`src/osc_mode_pkg.sv`:
```
// Constants shared by the oscillator and operating mode controller
package osc_mode_pkg;

	// Register port
	localparam int         REG_ADDR_W          = 8;
	localparam int         REG_DATA_W          = 8;
	localparam logic [7:0] OSC_MODE_CTRL_ADDR  = 8'hCA;
	localparam logic [7:0] OSC_MODE_CTRL_RESET = 8'h00;

	// Field positions of the control register
	localparam int STOP_BIT = 1;
	localparam int SLOW_BIT = 2;
	localparam int MODE_LSB = 3;
	localparam int MODE_MSB = 4;

	// CPU mode field codes
	localparam logic [1:0] CPU_MODE_NORMAL   = 2'h0;
	localparam logic [1:0] CPU_MODE_SLEEP    = 2'h1;
	localparam logic [1:0] CPU_MODE_GREEN    = 2'h2;
	localparam logic [1:0] CPU_MODE_RESERVED = 2'h3;

	// High clock code option
	localparam int         OPT_W          = 3;
	localparam logic [2:0] OPT_INT_8M     = 3'h0;
	localparam logic [2:0] OPT_INT_RTC    = 3'h1;
	localparam logic [2:0] OPT_EXT_RC     = 3'h2;
	localparam logic [2:0] OPT_XTAL_32K   = 3'h3;
	localparam logic [2:0] OPT_XTAL_12M   = 3'h4;
	localparam logic [2:0] OPT_XTAL_4M    = 3'h5;

	// Port inputs watched for level change
	localparam int PORT_W = 8;

	// Warm-up counts in high oscillator clocks
	localparam int          WARMUP_W            = 12;
	localparam logic [11:0] RESET_WARMUP_CLOCKS = 12'h800;
	localparam logic [11:0] XTAL_WAKE_CLOCKS    = 12'h800;
	localparam logic [11:0] RC_WAKE_CLOCKS      = 12'h020;

	// Slow mode instruction divider
	localparam int         SLOW_DIVIDE   = 4;
	localparam logic [1:0] SLOW_DIV_LAST = 2'h3;

endpackage : osc_mode_pkg

```
`src/osc_bit_sync.sv`:
```
// Two flip-flop synchroniser for a group of asynchronous inputs
`timescale 1ns/10ps
module osc_bit_sync #(
	parameter int W = 1
) (
	// Clock and reset
	input  wire logic         clk,
	input  wire logic         resetn,
	// Data
	input  wire logic [W-1:0] async_in,
	output logic      [W-1:0] sync_out
);

	typedef struct packed {
		logic [W-1:0] meta;
		logic [W-1:0] stable;
	} sync_state_t;

	sync_state_t s_reg;
	sync_state_t s_next;

	always_comb begin
		s_next        = s_reg;
		s_next.meta   = async_in;
		s_next.stable = s_reg.meta;
	end

	always_ff @(posedge clk or negedge resetn) begin
		if (!resetn) begin
			s_reg <= '0;
		end else begin
			s_reg <= s_next;
		end
	end

	assign sync_out = s_reg.stable;

endmodule : osc_bit_sync

```
`src/osc_warmup_timer.sv`:
```
// Counts oscillator ticks down from a loaded limit
`timescale 1ns/10ps
module osc_warmup_timer #(
	parameter int W = 12
) (
	// Clock and reset
	input  wire logic         clk,
	input  wire logic         resetn,
	// Control
	input  wire logic         start,
	input  wire logic [W-1:0] limit,
	input  wire logic         tick,
	// Status
	output logic              busy
);

	typedef struct packed {
		logic [W-1:0] remaining;
		logic         busy;
	} warm_state_t;

	warm_state_t w_reg;
	warm_state_t w_next;

	always_comb begin
		w_next = w_reg;
		if (start) begin
			w_next.remaining = limit;
			w_next.busy      = 1'b1;
		end else if (w_reg.busy && tick) begin
			w_next.remaining = w_reg.remaining - {{(W-1){1'b0}}, 1'b1};
			if (w_reg.remaining <= {{(W-1){1'b0}}, 1'b1}) begin
				w_next.busy = 1'b0;
			end
		end
	end

	always_ff @(posedge clk or negedge resetn) begin
		if (!resetn) begin
			w_reg <= '0;
		end else begin
			w_reg <= w_next;
		end
	end

	assign busy = w_reg.busy;

endmodule : osc_warmup_timer

```
`src/oscillator_mode_controller.sv`:
```
// Oscillator selection and operating mode controller
//
// Function
// Slow mode instruction rate is the low RC clock divided by four.
// Low RC stops only in power-down, or green with 32K option and watchdog off.
// No control bit stops the low RC on its own.
// Control register at 0CAH, bits 4..1 writable, others read zero, reset zero.
// Bit 1 stops the high oscillator; the low RC keeps running.
// Bit 2 selects high clock (normal) or low RC clock (slow).
// Bits 4..3 are CPU mode: 00 normal, 01 sleep, 10 green, 11 reserved.
// Stop bit disables internal 8M RC, RTC crystal too, or the external oscillator.
// After any reset wait 2048 high oscillator clocks before running.
// Power-down wake waits 2048 clocks for crystals, 32 for RC types.
// Oscillator and instruction activity follow the operating mode table.
// Green keeps only the basic timer; timer inactive in power-down. Code also keeps external interrupts active in green.
// After reset release the device runs in normal mode on the high clock.
// Entering slow mode never stops the high oscillator automatically.
// Green wake returns to the mode held before entry, normal or slow.
// Power-down always resumes in normal mode.
// Power-down exits only on a port zero or port one level change.
// Writing the sleep request enters power-down; hardware clears it on wake.
// High oscillator stopped in normal mode halts like power-down until port change.
// Writing the green request enters green; hardware clears it on wake.
// Green wake applies no warm-up delay.
// Reserved CPU mode code keeps normal operation.
// Level change compares port levels with those sampled on low-power entry.
`timescale 1ns/10ps
module oscillator_mode_controller #(
	parameter logic [osc_mode_pkg::WARMUP_W-1:0] RESET_WARMUP = osc_mode_pkg::RESET_WARMUP_CLOCKS,
	parameter logic [osc_mode_pkg::WARMUP_W-1:0] XTAL_WAKE    = osc_mode_pkg::XTAL_WAKE_CLOCKS,
	parameter logic [osc_mode_pkg::WARMUP_W-1:0] RC_WAKE      = osc_mode_pkg::RC_WAKE_CLOCKS
) (
	// Clock and reset
	input  wire logic                                CORE_CLK,
	input  wire logic                                RESETN,
	// Register port
	input  wire logic [osc_mode_pkg::REG_ADDR_W-1:0] REG_ADDR,
	input  wire logic [osc_mode_pkg::REG_DATA_W-1:0] REG_WDATA,
	input  wire logic                                REG_WR,
	input  wire logic                                REG_RD,
	output logic      [osc_mode_pkg::REG_DATA_W-1:0] REG_RDATA,
	// Code options
	input  wire logic [osc_mode_pkg::OPT_W-1:0]      HIGH_CLK_OPTION,
	input  wire logic                                WATCHDOG_ENABLE,
	// Oscillator clocks observed as inputs
	input  wire logic                                HIGH_OSC_CLK,
	input  wire logic                                LOW_OSC_CLK,
	// Wake sources
	input  wire logic [osc_mode_pkg::PORT_W-1:0]     PORT_ZERO_IN,
	input  wire logic [osc_mode_pkg::PORT_W-1:0]     PORT_ONE_IN,
	input  wire logic                                BASIC_TIMER_ENABLE,
	input  wire logic                                BASIC_TIMER_OVERFLOW,
	// Oscillator enables
	output logic                                     INT_HIGH_RC_EN,
	output logic                                     RTC_XTAL_EN,
	output logic                                     EXT_HIGH_OSC_EN,
	output logic                                     LOW_RC_EN,
	// System clock and execution
	output logic                                     SYS_CLK_LOW,
	output logic                                     SLOW_CPU_TICK,
	output logic                                     CPU_RUN,
	output logic                                     WARMUP_BUSY,
	output logic                                     IN_GREEN,
	output logic                                     IN_POWER_DOWN,
	// Peripheral activity
	output logic                                     BASIC_TIMER_ACTIVE,
	output logic                                     INTERNAL_INT_ACTIVE,
	output logic                                     EXTERNAL_INT_ACTIVE
);
	import osc_mode_pkg::*;

	localparam int SYNC_W = 2 * PORT_W + 2;

	typedef enum logic [2:0] {
		ST_WARMUP,
		ST_RUN,
		ST_GREEN,
		ST_SLEEP,
		ST_HALT
	} fsm_t;

	typedef struct packed {
		fsm_t                  state;
		logic                  stop;
		logic                  slow;
		logic [1:0]            mode;
		logic [2*PORT_W-1:0]   snap;
		logic                  hi_q;
		logic                  lo_q;
		logic [1:0]            div;
		logic                  slow_tick;
		logic [REG_DATA_W-1:0] rdata;
		logic                  warm_start;
		logic [WARMUP_W-1:0]   warm_limit;
	} ctrl_state_t;

	ctrl_state_t r_reg;
	ctrl_state_t r_next;

	logic [SYNC_W-1:0]   sync_bus;
	logic [2*PORT_W-1:0] port_s;
	logic                hi_s;
	logic                lo_s;
	logic                hi_rise;
	logic                lo_rise;
	logic                port_change;
	logic                timer_wake;
	logic                rc_type;
	logic [WARMUP_W-1:0] wake_limit;
	logic                warm_busy;
	logic                high_on;
	logic                low_on;
	logic                int_high_opt;
	logic                hit;

	// Pins and oscillator clocks pass two flip-flops
	osc_bit_sync #(
		.W (SYNC_W)
	) u_sync (
		.clk      (CORE_CLK),
		.resetn   (RESETN),
		.async_in ({HIGH_OSC_CLK, LOW_OSC_CLK, PORT_ONE_IN, PORT_ZERO_IN}),
		.sync_out (sync_bus)
	);

	assign port_s  = sync_bus[2*PORT_W-1:0];
	assign lo_s    = sync_bus[2*PORT_W];
	assign hi_s    = sync_bus[2*PORT_W+1];
	assign hi_rise = hi_s && !r_reg.hi_q;
	assign lo_rise = lo_s && !r_reg.lo_q;

	// Warm-up counter on high oscillator edges
	osc_warmup_timer #(
		.W (WARMUP_W)
	) u_warm (
		.clk    (CORE_CLK),
		.resetn (RESETN),
		.start  (r_reg.warm_start),
		.limit  (r_reg.warm_limit),
		.tick   (hi_rise),
		.busy   (warm_busy)
	);

	// Wake detection
	assign port_change = (port_s != r_reg.snap);
	assign timer_wake  = BASIC_TIMER_ENABLE && BASIC_TIMER_OVERFLOW;

	// Oscillator type selects the wake warm-up
	assign int_high_opt = (HIGH_CLK_OPTION == OPT_INT_8M) || (HIGH_CLK_OPTION == OPT_INT_RTC);
	assign rc_type      = int_high_opt || (HIGH_CLK_OPTION == OPT_EXT_RC);
	assign wake_limit   = rc_type ? RC_WAKE : XTAL_WAKE;

	assign hit = (REG_ADDR == OSC_MODE_CTRL_ADDR);

	always_comb begin
		r_next            = r_reg;
		r_next.hi_q       = hi_s;
		r_next.lo_q       = lo_s;
		r_next.slow_tick  = 1'b0;
		r_next.warm_start = 1'b0;
		r_next.rdata      = '0;

		unique case (r_reg.state)
			ST_WARMUP: begin
				// Normal mode once the oscillator is stable
				if (!r_reg.warm_start && !warm_busy) begin
					r_next.state = ST_RUN;
				end
			end
			ST_RUN: begin
				if (r_reg.mode == CPU_MODE_SLEEP) begin
					r_next.state = ST_SLEEP;
					r_next.snap  = port_s;
				end else if (r_reg.mode == CPU_MODE_GREEN) begin
					r_next.state = ST_GREEN;
					r_next.snap  = port_s;
				end else if (!r_reg.slow && r_reg.stop) begin
					r_next.state = ST_HALT;
					r_next.snap  = port_s;
				end
			end
			ST_GREEN: begin
				// Slow bit is untouched, so the prior mode resumes at once
				if (port_change || timer_wake) begin
					r_next.state = ST_RUN;
					r_next.mode  = CPU_MODE_NORMAL;
				end
			end
			ST_SLEEP: begin
				if (port_change) begin
					r_next.state      = ST_WARMUP;
					r_next.mode       = CPU_MODE_NORMAL;
					r_next.slow       = 1'b0;
					r_next.stop       = 1'b0;
					r_next.warm_start = 1'b1;
					r_next.warm_limit = wake_limit;
				end
			end
			ST_HALT: begin
				if (port_change) begin
					r_next.state      = ST_WARMUP;
					r_next.stop       = 1'b0;
					r_next.warm_start = 1'b1;
					r_next.warm_limit = wake_limit;
				end
			end
			default: begin
				r_next.state = ST_WARMUP;
			end
		endcase

		// Slow mode instruction divider on low RC edges
		if (r_reg.state == ST_RUN && r_reg.slow && lo_rise) begin
			r_next.div = r_reg.div + 2'h1;
			if (r_reg.div == SLOW_DIV_LAST) begin
				r_next.slow_tick = 1'b1;
			end
		end

		// Software write lands after any hardware clear
		if (REG_WR && hit) begin
			r_next.stop = REG_WDATA[STOP_BIT];
			r_next.slow = REG_WDATA[SLOW_BIT];
			if (REG_WDATA[MODE_MSB:MODE_LSB] == CPU_MODE_RESERVED) begin
				r_next.mode = CPU_MODE_NORMAL;
			end else begin
				r_next.mode = REG_WDATA[MODE_MSB:MODE_LSB];
			end
		end

		// Read data one cycle after the strobe
		if (REG_RD && hit) begin
			r_next.rdata                   = '0;
			r_next.rdata[STOP_BIT]         = r_reg.stop;
			r_next.rdata[SLOW_BIT]         = r_reg.slow;
			r_next.rdata[MODE_MSB:MODE_LSB] = r_reg.mode;
		end
	end

	always_ff @(posedge CORE_CLK or negedge RESETN) begin
		if (!RESETN) begin
			r_reg            <= '0;
			r_reg.state      <= ST_WARMUP;
			r_reg.stop       <= OSC_MODE_CTRL_RESET[STOP_BIT];
			r_reg.slow       <= OSC_MODE_CTRL_RESET[SLOW_BIT];
			r_reg.mode       <= OSC_MODE_CTRL_RESET[MODE_MSB:MODE_LSB];
			r_reg.warm_start <= 1'b1;
			r_reg.warm_limit <= RESET_WARMUP;
		end else begin
			r_reg <= r_next;
		end
	end

	// Oscillator enables by mode
	always_comb begin
		high_on = (r_reg.state == ST_WARMUP) ||
			(((r_reg.state == ST_RUN) || (r_reg.state == ST_GREEN)) && !r_reg.stop);
		low_on  = (r_reg.state != ST_SLEEP) &&
			!((r_reg.state == ST_GREEN) && (HIGH_CLK_OPTION == OPT_XTAL_32K) &&
			!WATCHDOG_ENABLE);
	end

	assign INT_HIGH_RC_EN  = high_on && int_high_opt;
	assign RTC_XTAL_EN     = high_on && (HIGH_CLK_OPTION == OPT_INT_RTC);
	assign EXT_HIGH_OSC_EN = high_on && !int_high_opt;
	assign LOW_RC_EN       = low_on;

	// Clock selection and execution
	assign SYS_CLK_LOW   = r_reg.slow && (r_reg.state != ST_WARMUP);
	assign SLOW_CPU_TICK = r_reg.slow_tick;
	assign CPU_RUN       = (r_reg.state == ST_RUN);
	assign WARMUP_BUSY   = (r_reg.state == ST_WARMUP);
	assign IN_GREEN      = (r_reg.state == ST_GREEN);
	assign IN_POWER_DOWN = (r_reg.state == ST_SLEEP) || (r_reg.state == ST_HALT);

	// Peripheral activity by mode
	assign BASIC_TIMER_ACTIVE  = BASIC_TIMER_ENABLE &&
		((r_reg.state == ST_RUN) || (r_reg.state == ST_GREEN));
	assign INTERNAL_INT_ACTIVE = (r_reg.state == ST_RUN);
	assign EXTERNAL_INT_ACTIVE = (r_reg.state == ST_RUN) || (r_reg.state == ST_GREEN);

	assign REG_RDATA = r_reg.rdata;
endmodule : oscillator_mode_controller

```
`config.mk`:
```
export PLATFORM = sky130hd
export DESIGN_NAME = oscillator_mode_controller
export DESIGN_NICKNAME = d
export VERILOG_FILES = /design/src/osc_mode_pkg.sv /design/src/osc_bit_sync.sv /design/src/osc_warmup_timer.sv /design/src/oscillator_mode_controller.sv
export SDC_FILE = /design/constraint.sdc
export NUM_CORES = 1
export LEC_CHECK = 0
export ABC_AREA = 1
export BUFFER_PORTS_ARGS = -buffer_cell sky130_fd_sc_hd__clkbuf_2
export CAP_MARGIN = 10
export CORE_MARGIN = 4
export CORE_UTILIZATION = 55
export DETAILED_ROUTE_END_ITERATION = 10
export PLACE_DENSITY_LB_ADDON = 0.08
export SLEW_MARGIN = 5
export SYNTH_ARGS = -nofsm -noshare
export SYNTH_HDL_FRONTEND = slang
export SYNTH_SLANG_ARGS = --single-unit
```
`constraint.sdc`:
```
create_clock -name CORE_CLK -period 1.85 [get_ports CORE_CLK]
set_clock_uncertainty 0.1 [all_clocks]
set_input_delay 0.37 -clock CORE_CLK [delete_from_list [all_inputs] [get_ports CORE_CLK]]
set_output_delay 0.37 -clock CORE_CLK [all_outputs]
set_load 0.005 [all_outputs]
```
### After elaboration in Yosys (flattened, before gate mapping)

Cells that the tools add are included.

| word-level totals | value |
|---|---|
| logic and storage cells | 119 |
| input port bits | 44 |
| register bits | 98 |
| output and inout port bits | 21 |

| operators by class | value |
|---|---|
| add/subtract/negate cells | 2 |
| equality and inequality tests | 22 |
| reduce and logical (&&, ||, !) cells | 52 |
| mux-type cells | 26 |
| magnitude comparators | 1 |

Operators with widths:

| operator | number |
|---|---|
| 13-bit two-way mux | 4 |
| 16-bit two-way mux | 3 |
| 1-bit logical AND | 19 |
| 16-bit inequality test | 1 |
| 3-bit two-way mux | 5 |
| 3-bit one-hot mux with 5 select lines | 1 |
| 3-bit by 2-bit equality test with 1-bit output (second input constant) | 4 |
| 12-bit by 1-bit <= comparator with 1-bit output (second input constant) | 1 |
| 12-bit two-way mux | 1 |
| 3-bit nonzero test | 4 |
| 12-bit by 1-bit subtractor with 12-bit output (second input constant) | 1 |
| 1-bit logical NOT | 9 |
| 8-bit equality test (second input constant) | 1 |
| 4-bit two-way mux | 2 |
| 2-bit AND reduction | 4 |
| 2-bit nonzero test | 4 |
| 7-bit two-way mux | 1 |
| 2-bit equality test (second input constant) | 3 |
| 3-bit by 1-bit equality test with 1-bit output (second input constant) | 2 |
| 3-bit logical NOT | 2 |
| 1-bit logical OR | 6 |
| 3-bit inequality test (second input constant) | 2 |
| 3-bit AND reduction | 2 |
| 5-bit two-way mux | 1 |
| other kinds (14) | 20 |

### Longest topological paths before layout

Gate-level depths: netlist of the first run.

| depth | value |
|---|---|
| depth after elaboration | 6 |
| gate-level depth with buffers | 11 |
| depth with buffers taken out | 11 |

### Cells and area by module

A second synthesis of the first run with hierarchy kept.

| unflattened totals | value |
|---|---|
| cells, all modules | 420 |
| area, all modules | 3788.6 um^2 |

By module, submodules not included:

| module | seq. area each (um^2) | cells each | area an instance (um^2) | instances |
|---|---|---|---|---|
| oscillator_mode_controller | 878.3 | 251 | 1961.9 | 1 |
| osc_warmup_timer | 325.3 | 133 | 925.9 | 1 |
| osc_bit_sync | 900.9 | 36 | 900.9 | 1 |

### Least setup slack after synthesis of the first run

OpenSTA, ideal clock, no wires.

| path | value |
|---|---|
| path type | reg2out |
| start | register r_reg[46] (netlist name) |
| end | output RTC_XTAL_EN |
| buffers on the path | 0 |
| stages on the path, launching flop included | 7 |
| required time | 1380 ps |
| data arrival time | 1109 ps |
| path slack | 271 ps |
| cells stage by stage | dfrtp_1 inv_1 nand3_1 inv_1 a21oi_2 nor3_2 and2_1 |

RTL lines:

| item | RTL line | text |
|---|---|---|
| start: declaration | oscillator_mode_controller.sv:97 | `ctrl_state_t r_reg;` |
| start signal: assignment | oscillator_mode_controller.sv:250 | `r_reg <= r_next;` |
| 3-bit logical NOT | -- |  |
| named net WARMUP_BUSY | oscillator_mode_controller.sv:62 | `output logic WARMUP_BUSY,` |
| 1-bit logical OR | oscillator_mode_controller.sv:256 | `high_on = (r_reg.state == ST_WARMUP) \|\|` |
| 1-bit logical AND | oscillator_mode_controller.sv:264 | `assign RTC_XTAL_EN = high_on && (HIGH_CLK_OPTION == OPT_INT_RTC);` |
| end: declaration | oscillator_mode_controller.sv:55 | `output logic RTC_XTAL_EN,` |

The timed path passes the listed nets, and every way through them passes these cells.

### Worst setup path in the final report of the first run

| path | value |
|---|---|
| start | register r_reg[47] (netlist name) |
| end | output RTC_XTAL_EN |

| on the way | value |
|---|---|
| cells in the longest elaborated chain, start to end | 5 |

Ends and longest elaborated chain:

| item | RTL line | text |
|---|---|---|
| 3-bit by 1-bit equality test with 1-bit output or 3-bit by 2-bit equality test with 1-bit output (tied branches) | oscillator_mode_controller.sv:257 | `(((r_reg.state == ST_RUN) \|\| (r_reg.state == ST_GREEN)) && !r_reg.stop);` |
| 1-bit logical OR | oscillator_mode_controller.sv:257 |  |
| 1-bit logical AND | oscillator_mode_controller.sv:257 |  |
| 1-bit logical OR (*) | oscillator_mode_controller.sv:256 |  |
| 1-bit logical AND (*) | oscillator_mode_controller.sv:264 |  |

Mark *: on every way between the ends. The rest lies on a longest branch, timed or not.

==> results.md, run 1 <==
- Sink Count: 84
- Cell row count: 29
- Sequential area share after synthesis: 58.1%
- Total GRT Usage: 16.9%
- Synth top area cells: dfrtp_1 57%, nand2_1 10%, inv_1 6.0%
- Status: finished, violations left
- I/O pin total: 65
- Largest net degree at the start of global routing: 31
- Hold_ws: 0.0249 ns
- Vias/cell: 4.81
- Crit path max fanout: 4
- Routability Congestion: 0.820
- RSZ-0062 raised after global routing: yes
- Worst path required time: 1.38 ns
- Setup violations, final: 4
- Sink of the worst hold path: u_sync.s_next[15]
- Setup slack at placement: 0.122 ns
- Yosys reg bits: 84
- ANT cells: 0
- CTS Buffer Depth: 2
- Max VDD drop: 0.000754 V
- CP Capture Type: output pin
- Die ar.: 7940 um^2
- Power Density: 1260 nW/um^2
- Number of max-cap violations: 0
- Global route overflow: 0
- Initial DRC Count: 76
- LEAKAGE: 2.21 nW
- WS Path Type: reg -> out
- First-pass GRT wire length: 10.2 mm
- Root Driver: clkbuf_8
- Syn Std Cell Area: 3620 um^2
- DR DRC count: 0
- Reg2Reg Depth: 7
- Nets@finish: 511
- H-tree Lvls: 3
- Area Overhead vs Synth: 18.0%
- Clock slew at reported path FFs: 0.08 ns
- Post-synth EDFFs: 0
- Setup ws final: -0.143 ns
- Post-synth top area cell: dfrtp_1
- Most used DFF post-synth: dfrtp_1
- Number of routed nets with antenna violations: 0
- Asr flop ratio synth: 100%
- Vias: 2615
- Final WL: 6.37 mm
- Type of the worst min-delay path: in -> reg
- Synth warnings: 0
- Worst skew pair latency: 0.35 ns
- Failing checks: negative setup slack
- Avg Cell Area, Syn: 9.31 um^2
- Critical Path AT: 1.52 ns
- Crit Reg-Reg Startpoint: r_reg[42]
- Max reg flops: 30
- HP Start: PORT_ONE_IN[7]
- Final Util: 66.9%
- DP HPWL: 4.65 mm
- Max Clk Rate: 0.502 GHz
- Unique masters post-synth: 44
- Final min period: 1.99 ns
- Worst Setup Start Kind: flip-flop
- Hold Crit Depth: 1
- Post-DR wirelength/cell: 11.7 um
- TritonCTS clock tree: done
- Initial antenna violation count: 0
- Setup slack, reg-to-reg: 0.19 ns
- Ratio of cells with drive above 1 in the final layout: 26.8%
- Core Box Area: 6390 um^2
- CTS Buf Count: 9
- Pre-Repair DR Iteration Count: 4
- Vert. Die Dim: 89.1 um
- Die Span X: 89.1 um
- Mapped Cells: 389
- Starting Density: 56.7%
- Final-report max-slew violation count: 0
- Vias in the first global route: 2381
- Port Buffers: 56
- Final cycle utilization of the critical path: 108%
- Dpl cells: 516
- Final cell count without fillers: 544
- R2R Path End: r_reg[39]
- Top cell type's share of synthesized area: 56.7%
- Final Hold Viols: 0
[synthesized netlist by cell type, types with 3 or more instances]
cell type / number
nand2_1: 96
nand3_2: 3
nor3_1: 5
nor2_1: 31
inv_1: 58
nand3_1: 15
o21ai_2: 3
dfrtp_1: 82
o21ai_0: 16
xor2_1: 3
nor2_2: 3
a21oi_1: 8
buf_4: 11
inv_2: 4
nand2_2: 3
ha_1: 5
o21ai_1: 11
[repair_timing]
action | in CTS | in global routing
setup buffers | 7 | 3
cloned | 0 | 0
endpoints found under the hold margin | 24 | 1
setup endpoints to repair | 6 | 8
pin swaps | 3 | 1
gates resized for setup | 7 | 9
hold buffers | 1 | 1
[per-stage QoR]
stage,total power [mW],cell area [um^2],setup TNS (ns)
finish,5.37,4270,-0.299
global route,5.78,4270,-0.839
CTS,5.35,4220,-0.308
detailed placement,3.96,3950,0
global placement,3.90,3950,0
floorplan,3.57,3630,0
[power by group]
part	total, mW	switching (mW)	internal [mW]
combinational	1.64	0.930	0.708
sequential	2.48	0.287	2.19
clock	1.25	0.630	0.624
total	5.37	1.85	3.53
[critical path: stages (launching register included)]
cell and delay [ns]:
dfrtp_1 0.39, inv_2 0.13, nor2_4 0.06, nand2_2 0.09, nand2_4 0.07, a21oi_4 0.14
nor3_2 0.06, and2_1 0.13, buf_2 0.12
[how the worst max path moves through the flow]
stage / from / endpoint / slack [ns] / cells past startpoint
after floorplan: r_reg[46] / RTC_XTAL_EN / 0.27 / 6
after global placement: r_reg[46] / RTC_XTAL_EN / 0.15 / 7
after detailed placement: r_reg[46] / RTC_XTAL_EN / 0.12 / 7
after CTS: r_reg[47] / RTC_XTAL_EN / -0.14 / 8
after global routing: r_reg[47] / RTC_XTAL_EN / -0.24 / 8
final: r_reg[47] / RTC_XTAL_EN / -0.14 / 8
[layout by cell type, fill, tap and decap left out, drive strengths merged]
cell type    count
nand2          100
dfrtp           82
inv             63
clkbuf          61
nor2            36
o21ai           30
buf             19
nand3           18
a21oi           10
nor3             8
ha               5
conb             4
clkinv           4
xor2             3
nor4             2
dlygate4sd3      2
dfstp            2
and3             2
mux2             2
nor3b            1
and2             1
a21boi           1
xnor2            1
a31oi            1
nand4            1
o211ai           1
o21bai           1
a31o             1
o21a             1
o22ai            1
a211oi           1
bufinv           1
clkinvlp         1
[metal layers]
layer  global-route usage, %  up-vias  wire (um)
met5                       0        -          0
met4                    5.82        0         77
met3                    5.81        7        270
met2                    27.5       38       3240
met1                    21.2     1229       2780
li1                        -     1341          -
[cells by family after synthesis]
kind of cell,Yosys count,synth area share [%]
AND/OR/NAND/NOR,169,21.3
flip-flops,84,58.1
buffers and inverters,76,9.33
AO/OA/AOI/OAI,48,7.67
adder cells (fa/ha/maj),5,1.73
XOR/XNOR,4,0.968
multiplexers,2,0.726
other,1,0.104
[layout make-up]
type | instances | area [um^2]
sequential | 84 | 2110
inverter | 63 | 239
tap | 77 | 96.3
clock buffer | 10 | 128
timing repair buffer | 72 | 420
fill | 518 | 2110
clock inverter | 6 | 65.1
multi-input combinational | 232 | 1220
No activity file was read; power rests on OpenSTA's default activity.
==> inputs of run 2 (changes only) <==
--- a/config.mk
+++ b/config.mk
@@ -11,7 +11,7 @@
 export CORE_MARGIN = 4
 export CORE_UTILIZATION = 55
 export DETAILED_ROUTE_END_ITERATION = 10
-export PLACE_DENSITY_LB_ADDON = 0.08
+export PLACE_DENSITY = 0.78
 export SLEW_MARGIN = 5
 export SYNTH_ARGS = -nofsm -noshare
 export SYNTH_HDL_FRONTEND = slang
==> run 2 against run 1 <==
Against the previous run:
- the run still ends with negative setup slack left
- first-iteration DRC count rose by 79%
- die area did not move
- hold slack got worse by 0.0049 ns
- non-clock buffer count rose by 7
- sequential power barely moved
==> results.md, run 2 (same netlist as run 1, synthesis figures left out) <==
- Status: finished, violations left
- Failing checks: negative setup slack
- Vias: 2739 (+4.7%)
- Pre-Repair DR Iteration Count: 4 (unchanged)
- Cell row count: 29 (unchanged)
- CP Capture Type: output pin
- Dpl cells: 515 (-0.19%)
- DP HPWL: 4.84 mm (+4.0%)
- Power Density: 1310 nW/um^2 (+4.1%)
- Vias/cell: 4.97 (+3.4%)
- Reg2Reg Depth: 9 (+2)
- Placed Area: 3960 um^2 (+0.13%)
- Total GRT Usage: 18.4% (+1.5 points)
- Setup ws final: -0.216 ns (-0.0737 ns)
- Worst path required time: 1.38 ns (about the same)
- NetSw: 1.96 mW (+5.9%)
- Port Buffers: 56 (unchanged)
- Number of routed nets with antenna violations: 0 (unchanged)
- Setup slack at placement: 0.0843 ns (-0.0380 ns)
- Max reg flops: 30 (unchanged)
- Max VDD drop: 0.000822 V (+9.1%)
- Post-DR wirelength/cell: 13.1 um (+12%)
- Final WL: 7.23 mm (+13%)
- Core Box Area: 6390 um^2 (unchanged)
- Setup violations, final: 6 (+2)
- Max Clk Rate: 0.484 GHz (-3.6%)
- Most frequent cells in the layout: 94 x nand2_1, 81 x dfrtp_1, 53 x inv_1
- Power Total: 5.77 mW (+7.3%)
- H-tree Lvls: 3 (unchanged)
- Routability Congestion: 0.813 (-0.90%)
- Crit Reg-Reg Startpoint: r_reg[46]
- ANT cells: 0 (unchanged)
- Area Overhead vs Synth: 21.7%
- Internal: 3.81 mW (+8.1%)
- R2R Path End: r_reg[27]
- Final cycle utilization of the critical path: 112% (+4.0 points)
- Worst Setup Start Kind: flip-flop
- Initial antenna violation count: 0 (unchanged)
- Vert. Die Dim: 89.1 um (unchanged)
- Final Hold Viols: 0 (unchanged)
- Final min period: 2.07 ns (+0.0737 ns)
- Final cell count without fillers: 551 (+1.3%)
- Comb pwr share: 31.3% (+0.8 points)
- Setup slack, reg-to-reg: 0.05 ns (-0.14 ns)
- TritonCTS clock tree: done
- Sequential Power Share: 43.0% (-3.2 points)
- Sink Count: 84 (unchanged)
- CTS Buf Count: 9 (unchanged)
- DR DRC count: 0 (unchanged)
- Worst setup path endpoint: RTC_XTAL_EN
- Critical Path AT: 1.60 ns (+0.08 ns)
- Largest net degree at the start of global routing: 34 (+9.7%)
- Switching fraction of total power: 33.9% (-0.44 points)
- Crit path max fanout: 5 (+1)
- First-pass GRT wire length: 11.1 mm (+9.6%)
- Final instance area: 4410 um^2 (+3.1%)
- Setup crit start: r_reg[46]
- Final-report max-slew violation count: 0 (unchanged)
- Die Span X: 89.1 um (unchanged)
- Type of the worst min-delay path: in -> reg
- LEAKAGE: 2.29 nW (+3.3%)
- Clock slew at reported path FFs: 0.08 ns (about the same)
- Starting Density: 56.7% (unchanged)
- Global route overflow: 0 (unchanged)
- Most common cell after layout, fill and taps aside: nand2_1
- RSZ-0062 raised after global routing: yes
- CTS Buffer Depth: 2 (unchanged)
- Die ar.: 7940 um^2 (unchanged)
- Nets@finish: 518 (+1.4%)
- Vias in the first global route: 2544 (+6.8%)
- Worst skew pair latency: 0.35 ns (about the same)
- I/O pin total: 65 (unchanged)
- Ratio of cells with drive above 1 in the final layout: 28.7% (+1.9 points)
- WS Path Type: reg -> out
- Number of max-cap violations: 0 (unchanged)
- Root Driver: clkbuf_8
- Initial DRC Count: 136 (+79%)
- Clock share of power: 25.7% (+2.4 points)
-- run 2: worst min-delay path by stage --
stage / startpoint / endpoint / cells past startpoint
2_1_floorplan: RESETN / REG_RDATA[1] / 0
3_3_place_gp: u_sync.s_next[1] / u_sync.sync_out[1] / 0
3_5_place_dp: u_sync.s_next[15] / u_sync.sync_out[15] / 0
4_1_cts: PORT_ONE_IN[4] / u_sync.s_next[12] / 1
5_1_grt: PORT_ONE_IN[5] / u_sync.s_next[13] / 1
6_report: PORT_ONE_IN[3] / u_sync.s_next[11] / 1
-- run 2: per-stage QoR --
stage | hold slack [ns] | TNS [ns] | util, %
after floorplan | -0.0256 | 0 | -
after detailed placement | 0.235 | 0 | 62.0
after global routing | 0.00504 | -1.47 | 69.0
after global placement | 0.233 | 0 | 62.0
final | 0.0200 | -0.730 | 69.0
after CTS | 0.00455 | -0.158 | 67.2
-- run 2: power by group through the flow --
stage | clock (mW) | sequential (mW) | combinational [mW]
global placement | 0 | 2.48 | 1.42
floorplan | 0 | 2.43 | 1.14
finish | 1.48 | 2.48 | 1.80
detailed placement | 0 | 2.51 | 1.48
CTS | 1.51 | 2.48 | 1.62
global route | 1.59 | 2.53 | 2.04
-- run 2: layout make-up --
class | instances | area [um^2]
flip-flops and latches | 84 | 2110
fillers | 467 | 1980
multi-input cells | 232 | 1230
repair buffers | 79 | 494
inverters | 63 | 246
clock buffers | 11 | 151
well taps | 77 | 96.3
clock inverters | 5 | 82.6
-- run 2: per-layer routing --
metal	part of all wire [%]	global-route usage [%]	routed length (um)
met3	4.4	5.44	315
met2	52	30.1	3780
met1	42	23.3	3020
met5	0	0	0
met4	1.4	6.77	103
-- run 2: timing repair --
item                                    CTS  global route
gates resized for setup                  11            14
buffers inserted                          8            11
hold buffers                              1             2
endpoints found under the setup margin    6            11
hold endpoints to repair                 29             2
pin swaps                                 1             7
-- run 2: worst max-delay path, stage by stage (launching register included) --
cell     delay [ns]
dfrtp_2        0.45
buf_4          0.16
nand3_4        0.09
nand2_4        0.06
a21oi_2        0.15
nor3_2         0.07
and2_1         0.15
buf_2          0.12
